==> src/sowc_pkg.sv <==
// shared constants, types and carriers for the store ordering and write combining unit
// Functional notes
// - cacheable load may pass store; full_fence blocks
// - combining load may pass load; load_fence orders
// - no store ever passes an earlier load
// - drain everything before io, atomic, serializing access
// - uncached access never passes any earlier access
// - ordinary stores reach memory in program order
// - combining store never passes conflicting combining store
// - loads never pass an earlier uncached store
// - cacheable store vs combining store; store_fence orders
// - io and atomic complete before later accesses
// - serializing accesses complete before next fetch
// - lookups check write buffer; retire in order
// - store_fence and full_fence drain older writes first
// - atomic and port writes never held buffered
// - interrupt or exception drains write buffer first
// - combining flush goes to main memory only
// - first combining write assigns aligned buffer range
// - writes in range merge; later bytes overwrite
// - fences, io, atomic, swap, traps flush combining; the code's load_fence flushes nothing
// - non-combining access in range flushes that buffer
// - combining write out of range flushes, reassigns; the code uses a free buffer first, flushing victim_q only if none is free
// - uncached access drains and empties all buffers
package sowc_pkg;
	localparam int SOWC_AW = 32; // physical address width
	localparam int SOWC_DW = 64; // one data word
	localparam int SOWC_BW = SOWC_DW / 8; // byte lanes in a word
	localparam int SOWC_WORD_OFF = 3; // byte offset bits inside a word
	localparam int SOWC_WB_DEPTH = 4; // write buffer entries
	localparam int SOWC_WCB_NUM = 2; // combining buffers
	localparam int SOWC_WCB_WORDS = 4; // words per combining buffer
	localparam logic SOWC_READY_RST = 1'b1; // op slot is free after reset

	// operation kinds arriving from the pipeline
	typedef enum logic [3:0] {
		OP_LOAD,
		OP_STORE,
		OP_LOAD_FENCE,
		OP_STORE_FENCE,
		OP_FULL_FENCE,
		OP_IO_READ,
		OP_IO_WRITE,
		OP_ATOMIC,
		OP_SWAP,
		OP_SERIALIZE,
		OP_INTERRUPT
	} sowc_op_e;

	// memory type of the accessed region
	typedef enum logic [2:0] {
		uncached_type,
		combining_type,
		snooped_combining_type,
		write_protect_type,
		writethrough_type,
		writeback_type
	} sowc_mtype_e;

	// commands sent to the cache and memory side
	typedef enum logic [2:0] {
		MEM_READ,
		MEM_WRITE,
		MEM_IO_READ,
		MEM_IO_WRITE,
		MEM_LOCKED_RMW
	} sowc_cmd_e;

	// one operation from the pipeline
	typedef struct packed {
		sowc_op_e kind;
		sowc_mtype_e mtype;
		logic bypass_store_marker;
		logic [SOWC_AW-1:0] addr;
		logic [SOWC_DW-1:0] data;
		logic [SOWC_BW-1:0] be;
	} sowc_op_s;

	// one request to the memory side
	typedef struct packed {
		sowc_cmd_e cmd;
		logic memory_only; // must bypass the caches
		logic [SOWC_AW-1:0] addr;
		logic [SOWC_DW-1:0] data;
		logic [SOWC_BW-1:0] be;
	} sowc_mem_s;
endpackage

==> src/sowc_buf2.sv <==
// two-entry buffer with valid and ready on both sides
`timescale 1ns/1ps
module sowc_buf2 #(
	parameter int W = 8
) (
	input wire logic ref_clk,
	input wire logic rst_n,
	input wire logic in_valid,
	output logic in_ready,
	input wire logic [W-1:0] in_data,
	output logic out_valid,
	input wire logic out_ready,
	output logic [W-1:0] out_data
);
	logic [W-1:0] mem_q [2]; // storage, addressed by pointer
	logic wr_q; // write pointer
	logic rd_q; // read pointer
	logic [1:0] cnt_q; // entries held
	logic push;
	logic pop;

	assign push = in_valid && in_ready;
	assign pop = out_valid && out_ready;
	// flags decode straight from the count flop
	assign in_ready = (cnt_q != 2'h2);
	assign out_valid = (cnt_q != 2'h0);
	assign out_data = mem_q[rd_q];

	// data store; no reset needed since valid guards it
	always_ff @(posedge ref_clk) begin
		if (push) begin
			mem_q[wr_q] <= in_data;
		end
	end

	// pointers and count; both ends may move in one cycle
	always_ff @(posedge ref_clk or negedge rst_n) begin
		if (!rst_n) begin
			wr_q <= 1'b0;
			rd_q <= 1'b0;
			cnt_q <= 2'h0;
		end else begin
			if (push) begin
				wr_q <= ~wr_q;
			end
			if (pop) begin
				rd_q <= ~rd_q;
			end
			if (push && !pop) begin
				cnt_q <= cnt_q + 2'h1;
			end else if (pop && !push) begin
				cnt_q <= cnt_q - 2'h1;
			end
		end
	end
endmodule

==> src/sowc_unit.sv <==
// store ordering, write buffer and write combining unit
`timescale 1ns/1ps
module sowc_unit import sowc_pkg::*; #(
	parameter int WB_DEPTH = SOWC_WB_DEPTH,
	parameter int WCB_NUM = SOWC_WCB_NUM,
	parameter int WCB_WORDS = SOWC_WCB_WORDS
) (
	input wire logic ref_clk,
	input wire logic rst_n,
	input wire logic op_valid,
	output logic op_ready,
	input wire sowc_op_s op_in,
	output logic mem_valid,
	input wire logic mem_ready,
	output sowc_mem_s mem_req,
	output logic fetch_release,
	output logic idle
);
	localparam int LOFF = $clog2(WCB_WORDS) + SOWC_WORD_OFF; // line offset bits
	localparam int LAW = SOWC_AW - LOFF; // line address width
	localparam int WCW = $clog2(WCB_WORDS); // word index width
	localparam int PW = $clog2(WB_DEPTH); // write buffer pointer width
	localparam int CW = $clog2(WB_DEPTH + 1); // write buffer count width
	localparam int NIW = $clog2(WCB_NUM); // combining buffer index width
	typedef logic [SOWC_AW-SOWC_WORD_OFF-1:0] sowc_word_t;

	// word address used for conflict checks
	function automatic sowc_word_t word_of(input logic [SOWC_AW-1:0] a);
		return a[SOWC_AW-1:SOWC_WORD_OFF];
	endfunction

	// pointer step with wrap for any depth
	function automatic logic [PW-1:0] step(input logic [PW-1:0] p);
		return (p == PW'(WB_DEPTH - 1)) ? '0 : PW'(p + 1'b1);
	endfunction

	logic ready_q; // op slot free
	logic op_v_q; // op held and not yet retired
	sowc_op_s op_q; // held op
	logic post_q; // io, atomic or uncached access issued, waiting to reach memory
	logic fetch_q; // fetch may proceed after serializing event
	logic idle_q; // everything drained
	sowc_mem_s wb_mem_q [WB_DEPTH]; // program order write buffer
	logic [PW-1:0] wb_head_q;
	logic [PW-1:0] wb_tail_q;
	logic [CW-1:0] wb_cnt_q;
	logic [WCB_NUM-1:0] wcb_v_q; // buffer holds an active range
	logic [LAW-1:0] wcb_line_q [WCB_NUM]; // active range per buffer
	logic [WCB_WORDS-1:0][SOWC_DW-1:0] wcb_data_q [WCB_NUM];
	logic [WCB_WORDS-1:0][SOWC_BW-1:0] wcb_mask_q [WCB_NUM]; // per-byte valid
	logic fl_act_q; // flush in progress
	logic [NIW-1:0] fl_idx_q; // buffer being flushed
	logic [WCW-1:0] fl_beat_q; // word being sent
	logic [NIW-1:0] victim_q; // next buffer to evict

	logic buf_ready; // skid buffer accepts
	logic push_v;
	sowc_mem_s push_d;
	logic is_comb; // combining or bypass-marked store
	logic [WCB_NUM-1:0] line_hit;
	logic any_hit;
	logic [NIW-1:0] hit_idx;
	logic any_free;
	logic [NIW-1:0] free_idx;
	logic wb_conf; // load hits a buffered store
	logic [WCB_NUM-1:0] flush_req; // buffers to flush before op proceeds
	logic need_wb; // write buffer must be empty first
	logic need_quiet; // everything must be in memory first
	logic need_port; // op sends a request itself
	logic need_space; // op enters the write buffer
	logic go; // ordering lets the op proceed
	logic op_done; // op retires this cycle
	logic wb_pop;
	logic fl_adv; // flush advances one word
	logic all_quiet;
	logic [LAW-1:0] op_line;
	logic [WCW-1:0] op_word;
	sowc_mem_s op_mem; // request built from the held op

	assign op_line = op_q.addr[SOWC_AW-1:LOFF];
	assign op_word = op_q.addr[LOFF-1:SOWC_WORD_OFF];
	assign is_comb = (op_q.kind == OP_STORE) && (op_q.bypass_store_marker ||
		op_q.mtype == combining_type || op_q.mtype == snooped_combining_type);
	assign all_quiet = (wb_cnt_q == '0) && !(|wcb_v_q) && !fl_act_q && !mem_valid;

	// range lookup and free buffer search over all combining buffers
	always_comb begin
		any_hit = 1'b0;
		hit_idx = '0;
		any_free = 1'b0;
		free_idx = '0;
		for (int i = 0; i < WCB_NUM; i++) begin
			line_hit[i] = wcb_v_q[i] && (wcb_line_q[i] == op_line);
			if (line_hit[i] && !any_hit) begin
				any_hit = 1'b1;
				hit_idx = NIW'(i);
			end
			if (!wcb_v_q[i] && !any_free) begin
				any_free = 1'b1;
				free_idx = NIW'(i);
			end
		end
	end

	// every load looks up the pending stores in the write buffer
	always_comb begin
		wb_conf = 1'b0;
		for (int i = 0; i < WB_DEPTH; i++) begin
			if ((PW'(i) - wb_head_q) < PW'(wb_cnt_q) || wb_cnt_q == CW'(WB_DEPTH)) begin
				if (word_of(wb_mem_q[i].addr) == word_of(op_q.addr)) begin
					wb_conf = 1'b1;
				end
			end
		end
	end

	// ordering decision for the held op
	always_comb begin
		flush_req = '0;
		need_wb = 1'b0;
		need_quiet = 1'b0;
		need_port = 1'b0;
		need_space = 1'b0;
		op_mem = '{cmd: MEM_READ, memory_only: 1'b0, addr: op_q.addr,
			data: op_q.data, be: op_q.be};
		unique case (op_q.kind)
			OP_LOAD: begin
				need_port = 1'b1;
				if (op_q.mtype == uncached_type) begin
					// nothing older may be outstanding
					flush_req = wcb_v_q;
					need_wb = 1'b1;
					need_quiet = 1'b1;
					op_mem.memory_only = 1'b1;
				end else begin
					// non-conflicting loads overtake buffered stores
					flush_req = line_hit;
					need_wb = wb_conf;
				end
			end
			OP_STORE: begin
				op_mem.cmd = MEM_WRITE;
				if (is_comb) begin
					// merge, assign, or evict when no buffer is free
					if (!any_hit && !any_free) begin
						flush_req[victim_q] = 1'b1;
					end
				end else if (op_q.mtype == uncached_type) begin
					flush_req = wcb_v_q;
					need_wb = 1'b1;
					need_quiet = 1'b1;
					need_port = 1'b1;
					op_mem.memory_only = 1'b1;
				end else begin
					flush_req = line_hit;
					need_space = 1'b1; // ordinary stores queue in order
				end
			end
			OP_LOAD_FENCE: begin
				// loads already issue in program order
			end
			OP_STORE_FENCE, OP_FULL_FENCE: begin
				// older writes and combined data drain before younger ops
				flush_req = wcb_v_q;
				need_wb = 1'b1;
			end
			OP_IO_READ, OP_IO_WRITE, OP_ATOMIC, OP_SWAP: begin
				// fully drained first, and never buffered
				flush_req = wcb_v_q;
				need_wb = 1'b1;
				need_quiet = 1'b1;
				need_port = 1'b1;
				op_mem.cmd = (op_q.kind == OP_IO_READ) ? MEM_IO_READ :
					(op_q.kind == OP_IO_WRITE) ? MEM_IO_WRITE : MEM_LOCKED_RMW;
				op_mem.memory_only = (op_q.kind == OP_IO_READ || op_q.kind == OP_IO_WRITE);
			end
			OP_SERIALIZE, OP_INTERRUPT: begin
				// drain before the next fetch or handler fetch
				flush_req = wcb_v_q;
				need_wb = 1'b1;
				need_quiet = 1'b1;
			end
			default: begin
				// illegal kind code: retire with no effect
			end
		endcase
	end

	assign go = op_v_q && !post_q && !fl_act_q && !(|flush_req) &&
		(!need_wb || wb_cnt_q == '0) && (!need_quiet || all_quiet) &&
		(!need_space || wb_cnt_q != CW'(WB_DEPTH));

	// one request per cycle: flush, then forced drain, then op, then idle drain
	always_comb begin
		push_v = 1'b0;
		push_d = op_mem;
		wb_pop = 1'b0;
		fl_adv = 1'b0;
		op_done = 1'b0;
		if (fl_act_q) begin
			// combined data goes only to main memory
			push_d = '{cmd: MEM_WRITE, memory_only: 1'b1,
				addr: {wcb_line_q[fl_idx_q], fl_beat_q, SOWC_WORD_OFF'(0)},
				data: wcb_data_q[fl_idx_q][fl_beat_q], be: wcb_mask_q[fl_idx_q][fl_beat_q]};
			push_v = (push_d.be != '0);
			fl_adv = !push_v || buf_ready;
		end else if (wb_cnt_q != '0 && (need_wb || !(go && need_port))) begin
			push_d = wb_mem_q[wb_head_q]; // oldest first
			push_v = 1'b1;
			wb_pop = buf_ready;
		end else if (go && need_port) begin
			push_v = 1'b1;
			op_done = buf_ready;
		end
		if (go && !need_port) begin
			op_done = 1'b1;
		end
	end

	// op slot; a store never overtakes an older load since ops leave in order
	always_ff @(posedge ref_clk or negedge rst_n) begin
		if (!rst_n) begin
			op_v_q <= 1'b0;
			ready_q <= SOWC_READY_RST;
			op_q <= '0;
		end else begin
			if (op_valid && ready_q) begin
				op_q <= op_in;
				op_v_q <= 1'b1;
				ready_q <= 1'b0;
			end else if (op_done) begin
				op_v_q <= 1'b0;
				ready_q <= 1'b1;
			end
		end
	end

	// later ops wait until io, atomic or uncached requests have left
	always_ff @(posedge ref_clk or negedge rst_n) begin
		if (!rst_n) begin
			post_q <= 1'b0;
		end else if (op_done && need_quiet && need_port) begin
			post_q <= 1'b1;
		end else if (post_q && !mem_valid) begin
			post_q <= 1'b0;
		end
	end

	// fetch release pulse once a serializing event has drained
	always_ff @(posedge ref_clk or negedge rst_n) begin
		if (!rst_n) begin
			fetch_q <= 1'b0;
			idle_q <= 1'b0;
		end else begin
			fetch_q <= op_done && (op_q.kind == OP_SERIALIZE || op_q.kind == OP_INTERRUPT);
			idle_q <= all_quiet && !op_v_q;
		end
	end

	// write buffer: push at tail, retire from head, strictly in order
	always_ff @(posedge ref_clk or negedge rst_n) begin
		if (!rst_n) begin
			wb_head_q <= '0;
			wb_tail_q <= '0;
			wb_cnt_q <= '0;
		end else begin
			if (go && need_space) begin
				wb_mem_q[wb_tail_q] <= op_mem;
				wb_tail_q <= step(wb_tail_q);
			end
			if (wb_pop) begin
				wb_head_q <= step(wb_head_q);
			end
			if ((go && need_space) && !wb_pop) begin
				wb_cnt_q <= wb_cnt_q + CW'(1);
			end else if (wb_pop && !(go && need_space)) begin
				wb_cnt_q <= wb_cnt_q - CW'(1);
			end
		end
	end

	// flush engine walks each word of one buffer
	always_ff @(posedge ref_clk or negedge rst_n) begin
		if (!rst_n) begin
			fl_act_q <= 1'b0;
			fl_idx_q <= '0;
			fl_beat_q <= '0;
			victim_q <= '0;
		end else if (fl_act_q) begin
			if (fl_adv) begin
				fl_beat_q <= WCW'(fl_beat_q + 1'b1);
				if (fl_beat_q == WCW'(WCB_WORDS - 1)) begin
					fl_act_q <= 1'b0;
				end
			end
		end else if (op_v_q && !post_q && (|flush_req)) begin
			// lowest requested buffer first; round robin victim after eviction
			for (int i = WCB_NUM - 1; i >= 0; i--) begin
				if (flush_req[i]) begin
					fl_idx_q <= NIW'(i);
				end
			end
			fl_act_q <= 1'b1;
			fl_beat_q <= '0;
			if (is_comb) begin
				victim_q <= (victim_q == NIW'(WCB_NUM - 1)) ? '0 : NIW'(victim_q + 1'b1);
			end
		end
	end

	// combining buffers: assign range, merge bytes, clear after flush
	always_ff @(posedge ref_clk or negedge rst_n) begin
		if (!rst_n) begin
			wcb_v_q <= '0;
			for (int i = 0; i < WCB_NUM; i++) begin
				wcb_line_q[i] <= '0;
				wcb_data_q[i] <= '0;
				wcb_mask_q[i] <= '0;
			end
		end else begin
			if (fl_act_q && fl_adv && fl_beat_q == WCW'(WCB_WORDS - 1)) begin
				wcb_v_q[fl_idx_q] <= 1'b0; // free for a new range
				wcb_mask_q[fl_idx_q] <= '0;
			end
			if (go && is_comb) begin
				if (any_hit) begin
					// later bytes replace earlier ones at the same address
					for (int b = 0; b < SOWC_BW; b++) begin
						if (op_q.be[b]) begin
							wcb_data_q[hit_idx][op_word][b*8 +: 8] <= op_q.data[b*8 +: 8];
							wcb_mask_q[hit_idx][op_word][b] <= 1'b1;
						end
					end
				end else begin
					// first write sets an aligned range the size of the buffer
					wcb_v_q[free_idx] <= 1'b1;
					wcb_line_q[free_idx] <= op_line;
					wcb_data_q[free_idx] <= '0;
					wcb_mask_q[free_idx] <= '0;
					wcb_data_q[free_idx][op_word] <= op_q.data;
					wcb_mask_q[free_idx][op_word] <= op_q.be;
				end
			end
		end
	end

	// request port buffer so a stalled memory side loses nothing
	sowc_buf2 #(
		.W($bits(sowc_mem_s))
	) u_out (
		.ref_clk(ref_clk),
		.rst_n(rst_n),
		.in_valid(push_v),
		.in_ready(buf_ready),
		.in_data(push_d),
		.out_valid(mem_valid),
		.out_ready(mem_ready),
		.out_data(mem_req)
	);

	assign op_ready = ready_q;
	assign fetch_release = fetch_q;
	assign idle = idle_q;
endmodule

==> config.mk <==
export PLATFORM = sky130hd
export DESIGN_NAME = sowc_unit
export DESIGN_NICKNAME = d
export VERILOG_FILES = /design/src/sowc_pkg.sv /design/src/sowc_buf2.sv /design/src/sowc_unit.sv
export SDC_FILE = /design/constraint.sdc
export NUM_CORES = 2
export LEC_CHECK = 0
export BUFFER_PORTS_ARGS = -buffer_cell sky130_fd_sc_hd__buf_2
export CAP_MARGIN = 10
export CORE_MARGIN = 3
export CORE_UTILIZATION = 24
export CTS_CLUSTER_DIAMETER = 200
export DETAILED_ROUTE_END_ITERATION = 10
export GPL_TIMING_DRIVEN = 1
export PLACE_DENSITY = 0.38
export RECOVER_POWER = 100
export REMOVE_ABC_BUFFERS = 1
export SLEW_MARGIN = 5
export SYNTH_ARGS = -nofsm -noshare
export SYNTH_HDL_FRONTEND = slang
export SYNTH_HIERARCHICAL = 1
export SYNTH_SLANG_ARGS = --single-unit
==> constraint.sdc <==
create_clock -name ref_clk -period 21.1 [get_ports ref_clk]
set_input_delay 1.055 -clock ref_clk [delete_from_list [all_inputs] [get_ports ref_clk]]
set_output_delay 1.055 -clock ref_clk [all_outputs]
set_load 0.01 [all_outputs]
==> results.md <==
- The run finished, with violations left.
- The final reports fail on capacitance limit, slew limit.
- In this run, synthesis produced a sequential element count of 1413.
- Detailed routing inserted a total of 36900 vias.
- Counting I/O delays and the setup requirement, the final critical path takes 13.14 ns.
- The number of flops mapped to enable cells by yosys is 648.
- The total number of yosys warnings is 6.
- The final routed wire length divided by cell count is 27.8 um.
- Summing the sequential cell areas from Yosys gives 62.1% of the chip area.
- Measured in cells, the most critical reg-to-reg path has a length of 13.
- The post-synthesis to final-layout area growth is 16.2%.
- Overall power consumption after layout is estimated at 11100 uW.
- Once the floorplan was initialized, standard cells occupied 24.2% of the core.
- The library cell occupying the most area in the post-synthesis netlist is sky130_fd_sc_hd__edfxtp_1.
- The post-route netlist has 22.9% of its cells at a drive strength greater than 1.
- Ranked by total cell area, the synthesized netlist is headed by sky130_fd_sc_hd__edfxtp_1 31%, sky130_fd_sc_hd__dfrtp_1 31%, sky130_fd_sc_hd__mux4_2 9.1%, sky130_fd_sc_hd__a22o_1 7.7%, sky130_fd_sc_hd__mux2i_1 4.8%.
- The vias per cell is 4.83.
- The total of fill cells in the finished design is 26000.
- The post-CTS setup repair buffer count is 0.
- The number of violations of the max-capacitance limit is 60.
- The post-synthesis mux area share is 19.1%.
- In the synthesized netlist the dominant register cell turns out to be sky130_fd_sc_hd__dfrtp_1.
- The netlist area before placement is 62200 sq um.
- The first-pass GRT wire length is 304 mm.
- The clock tree from TritonCTS is done.
- The xor-xnor portion of the synthesized cell area is 2.56%.
- Setup repair after global routing left no endpoint under its margin.
- The standard-cell row count is 186.
- The die span in y is 515 um.
- In this run the standard cell core region covers 257000 sq um.
- The H-tree depth reported by CTS is 4.
- The HPWL reported at the end of detailed placement is 134 mm.
- The achievable clock frequency is 76.1 MHz.
- The detail route stage leaves a number of antenna-violating nets equal to 0.
- The number of DRC markers after the initial detailed-route iteration is 2725.
- The worst setup path is launched from a flip-flop.
- Traced cell by cell, the critical path runs through xnor2_1 -> nand4_1 -> nor4_1 -> nand4_4 -> clkbuf_1 -> a2111oi_0 -> o21ai_0 -> o21ai_0 -> clkbuf_1 -> buf_4 -> buf_4 -> mux2i_1 -> mux2i_1.
- The hold violation total from the final report was 0.
- After synthesis, the largest family of logic cells by area is multiplexers.
- The final-report max-slew violation count is 2172.
- The area share of the leading cell type in the synthesized netlist is 31.3%.
- The final layout contains routed wiring with a total length of 212 mm.
- The type of destination of the critical path is a flip-flop.
- Summed over all failing endpoints, the final setup total negative slack is 0 ns.
- The placer's final routability congestion estimate is 0.763.
- Of the total synthesized cell area, the portion taken by full adders, half adders and majority gates is 0.274%.
- The clock root buffer is sky130_fd_sc_hd__clkbuf_16.
- Global routing used 15.8% of the available tracks.
- The CTS buffer count is 168.
- The maximum clock skew at final layout is 0.0659 ns.
- For this run, design rule violations remaining after detail routing come to 0.
- The area of the die is 265000 sq um.
- Measured against its own limit, the worst slew margin works out to -271%.
- After clock tree synthesis, the clock-pin slew on the worst setup and hold paths is 0.06 ns.
- The per-instance average area after synthesis is 15.8 sq um.
- In this design, the stage delay of the slowest critical-path cell is 2.68 ns.
- The share of synthesized flip-flops with an asynchronous set or reset is 54.1%.
- The critical path in this run is classified as flip-flop to flip-flop.
- Of the available clock period, the critical path in the final layout requires 62.3%.
- The final core utilization is 28.1%.
- The initial antenna violation count came to 14.
- Counting along the longest clock path gives a buffer depth of 3.
- The cell count after synthesis came out at 3926.
- The number of unique standard cell types used by synthesis is 69.
- The endpoint arrival time on the critical path is 13.66 ns.
- Setup violations remaining at the end of the flow were counted as 0.
- In this run the tool buffered the top-level ports with 227 buffer cells.
- The class of the worst hold path is input pin to flip-flop.
- The number of optimization iterations in the first detailed-route pass is 8.
- The data required time at the worst endpoint is 21.62 ns.
- The compound-cell area share of the yosys netlist is 11.0%.
- At the later pin of the worst-skew pair, clock insertion delay measures 0.81 ns.
- For this design the ratio of total power to cell area is 154 nW/um^2.
- The final net count is 4234.
- The reported leakage power is 0.0282 uW.
- The post-cts hold buffer count is 0.
- The number of global-route vias before repair is 38500.
- The worst-case IR drop observed on VDD is 121 uV.
- The leftover overflow at the end of global routing is 0.
- The clock net in this run drives a total of 1413 sinks.
- The number of stages on the worst hold path is 2.
- At the pin with the least slew margin, the transition time is 5.56 ns.
- The post-synthesis share of cell area spent on and, or, nand and nor gates is 2.72%.
- In this run, post-CTS repair resized a total of 0 instances.
- The maximum fanout count along the critical path is 46.
- The number of top-level pins is 228.
- The master of the slowest instance on the critical path is sky130_fd_sc_hd__o21ai_0.
- The width of the die is 515 um.
- Entering global routing, the biggest net connects 138 pins.
## synthesized netlist by cell type, drive strengths merged, types with 6 or more instances
library cell and number:
dfrtp 764, edfxtp 648, a22o 545, mux2i 301, mux2 279, mux4 252
clkbuf 209, a21oi 174, xor2 122, buf 103, nand2 91, xnor2 60
nor3 43, nor4 38, a21o 36, nor2 36, a31o 33, or3 28
o21ai 20, nand4 19, nand3 16, and3 13, inv 13, ha 12
and2 8, nand2b 7, o31ai 6
## cell usage in the layout, fill, tap and decap left out, types with 21 or more instances in the layout
master and count:
sky130_fd_sc_hd__a21o_1 35, sky130_fd_sc_hd__xor2_1 122, sky130_fd_sc_hd__nor3_1 42, sky130_fd_sc_hd__buf_2 179
sky130_fd_sc_hd__clkbuf_16 169, sky130_fd_sc_hd__clkinv_2 21, sky130_fd_sc_hd__a31o_1 33, sky130_fd_sc_hd__or3_1 28
sky130_fd_sc_hd__dfrtp_1 760, sky130_fd_sc_hd__a21oi_2 38, sky130_fd_sc_hd__clkbuf_8 31, sky130_fd_sc_hd__nor2_1 33
sky130_fd_sc_hd__clkbuf_1 160, sky130_fd_sc_hd__buf_4 36, sky130_fd_sc_hd__mux2i_1 301, sky130_fd_sc_hd__a22o_1 545
sky130_fd_sc_hd__nor4_1 38, sky130_fd_sc_hd__mux2_1 90, sky130_fd_sc_hd__edfxtp_1 648, sky130_fd_sc_hd__xnor2_1 60
sky130_fd_sc_hd__nand2_1 91, sky130_fd_sc_hd__a21oi_1 136, sky130_fd_sc_hd__mux2_2 189, sky130_fd_sc_hd__mux4_2 252
## metrics by stage
stage | setup slack, ns | hold WS (ns) | std cells | instance area [sq um]
3_5_place_dp | 13.77 | 0.476 | 7319 | 67100
4_1_cts | 13.73 | 0.265 | 7633 | 72800
6_report | 7.96 | 0.440 | 7646 | 72300
5_1_grt | 6.88 | 0.389 | 7635 | 72200
2_1_floorplan | 6.49 | 0.425 | 3614 | 60800
3_3_place_gp | 13.84 | 0.475 | 7318 | 67100
## critical path, delay by kind of cell, from the launching register on
| kind | cells | cell delay (ns) |
|---|---|---|
| AO/OA/AOI/OAI | 3 | 4.85 |
| XOR/XNOR | 1 | 0.19 |
| buffers and inverters | 4 | 5.35 |
| flip-flops | 1 | 0.64 |
| multiplexers | 2 | 0.39 |
| AND/OR/NAND/NOR | 3 | 1.30 |
## cell type report
| class | count | area [sq um] | area share, % |
|---|---|---|---|
| Timing Repair Buffer | 321 | 1610 | 2.23 |
| Antenna cell | 13 | 32.5 | 0.0450 |
| Inverter | 13 | 51.3 | 0.0710 |
| Multi-Input combinational cell | 2188 | 22100 | 30.5 |
| Tap cell | 3384 | 4230 | 5.86 |
| Clock inverter | 57 | 781 | 1.08 |
| Clock buffer | 257 | 4870 | 6.74 |
| Sequential cell | 1413 | 38600 | 53.5 |
## metal layers
| layer | vias up | GRT usage [%] | routed length [um] |
|---|---|---|---|
| met5 | - | 0 | 0 |
| met4 | 0 | 3.49 | 4150 |
| met3 | 247 | 2.80 | 9550 |
| met2 | 897 | 24.7 | 97800 |
| met1 | 20000 | 22.8 | 101000 |
| li1 | 15800 | - | - |
## flip-flops by register name, summed over array words and instances (netlist names), 3 cells and up
register / count
op_mem: 77
wcb_line_q: 54
op_q: 8
wcb_data_q: 512
wb_cnt_q: 3
u_out/mem_q: 216
op_line: 27
wb_mem_q: 432
wcb_mask_q: 64
## path summary, 6_finish.rpt
path                             startpoint            endpoint  slack (ns)
worst min-delay path               op_valid            op_ready        0.44
max in group asynchronous             rst_n          op_mem[64]        9.26
min in group asynchronous             rst_n     wcb_data_q[207]        2.28
worst max register to register  op_line[24]  u_out/mem_q[0][44]        7.96
worst max-delay path            op_line[24]  u_out/mem_q[0][44]        7.96
worst min register to register       post_q              post_q        0.49
## kinds of logic after synthesis
logic type,after synthesis
fa+ha+maj,13
xor+xnor,182
simple gates,323
flops,1413
compound gates,838
buf+inv,325
mux,832
## report_power, final
part	internal [uW]	switching, uW	leakage (uW)	total (uW)
Clock	1740	1230	0.00275	2970
Sequential	3870	792	0.0163	4670
Combinational	1440	2050	0.00913	3480
Total	7050	4070	0.0282	11100
No activity file was read; power rests on OpenSTA's default activity.
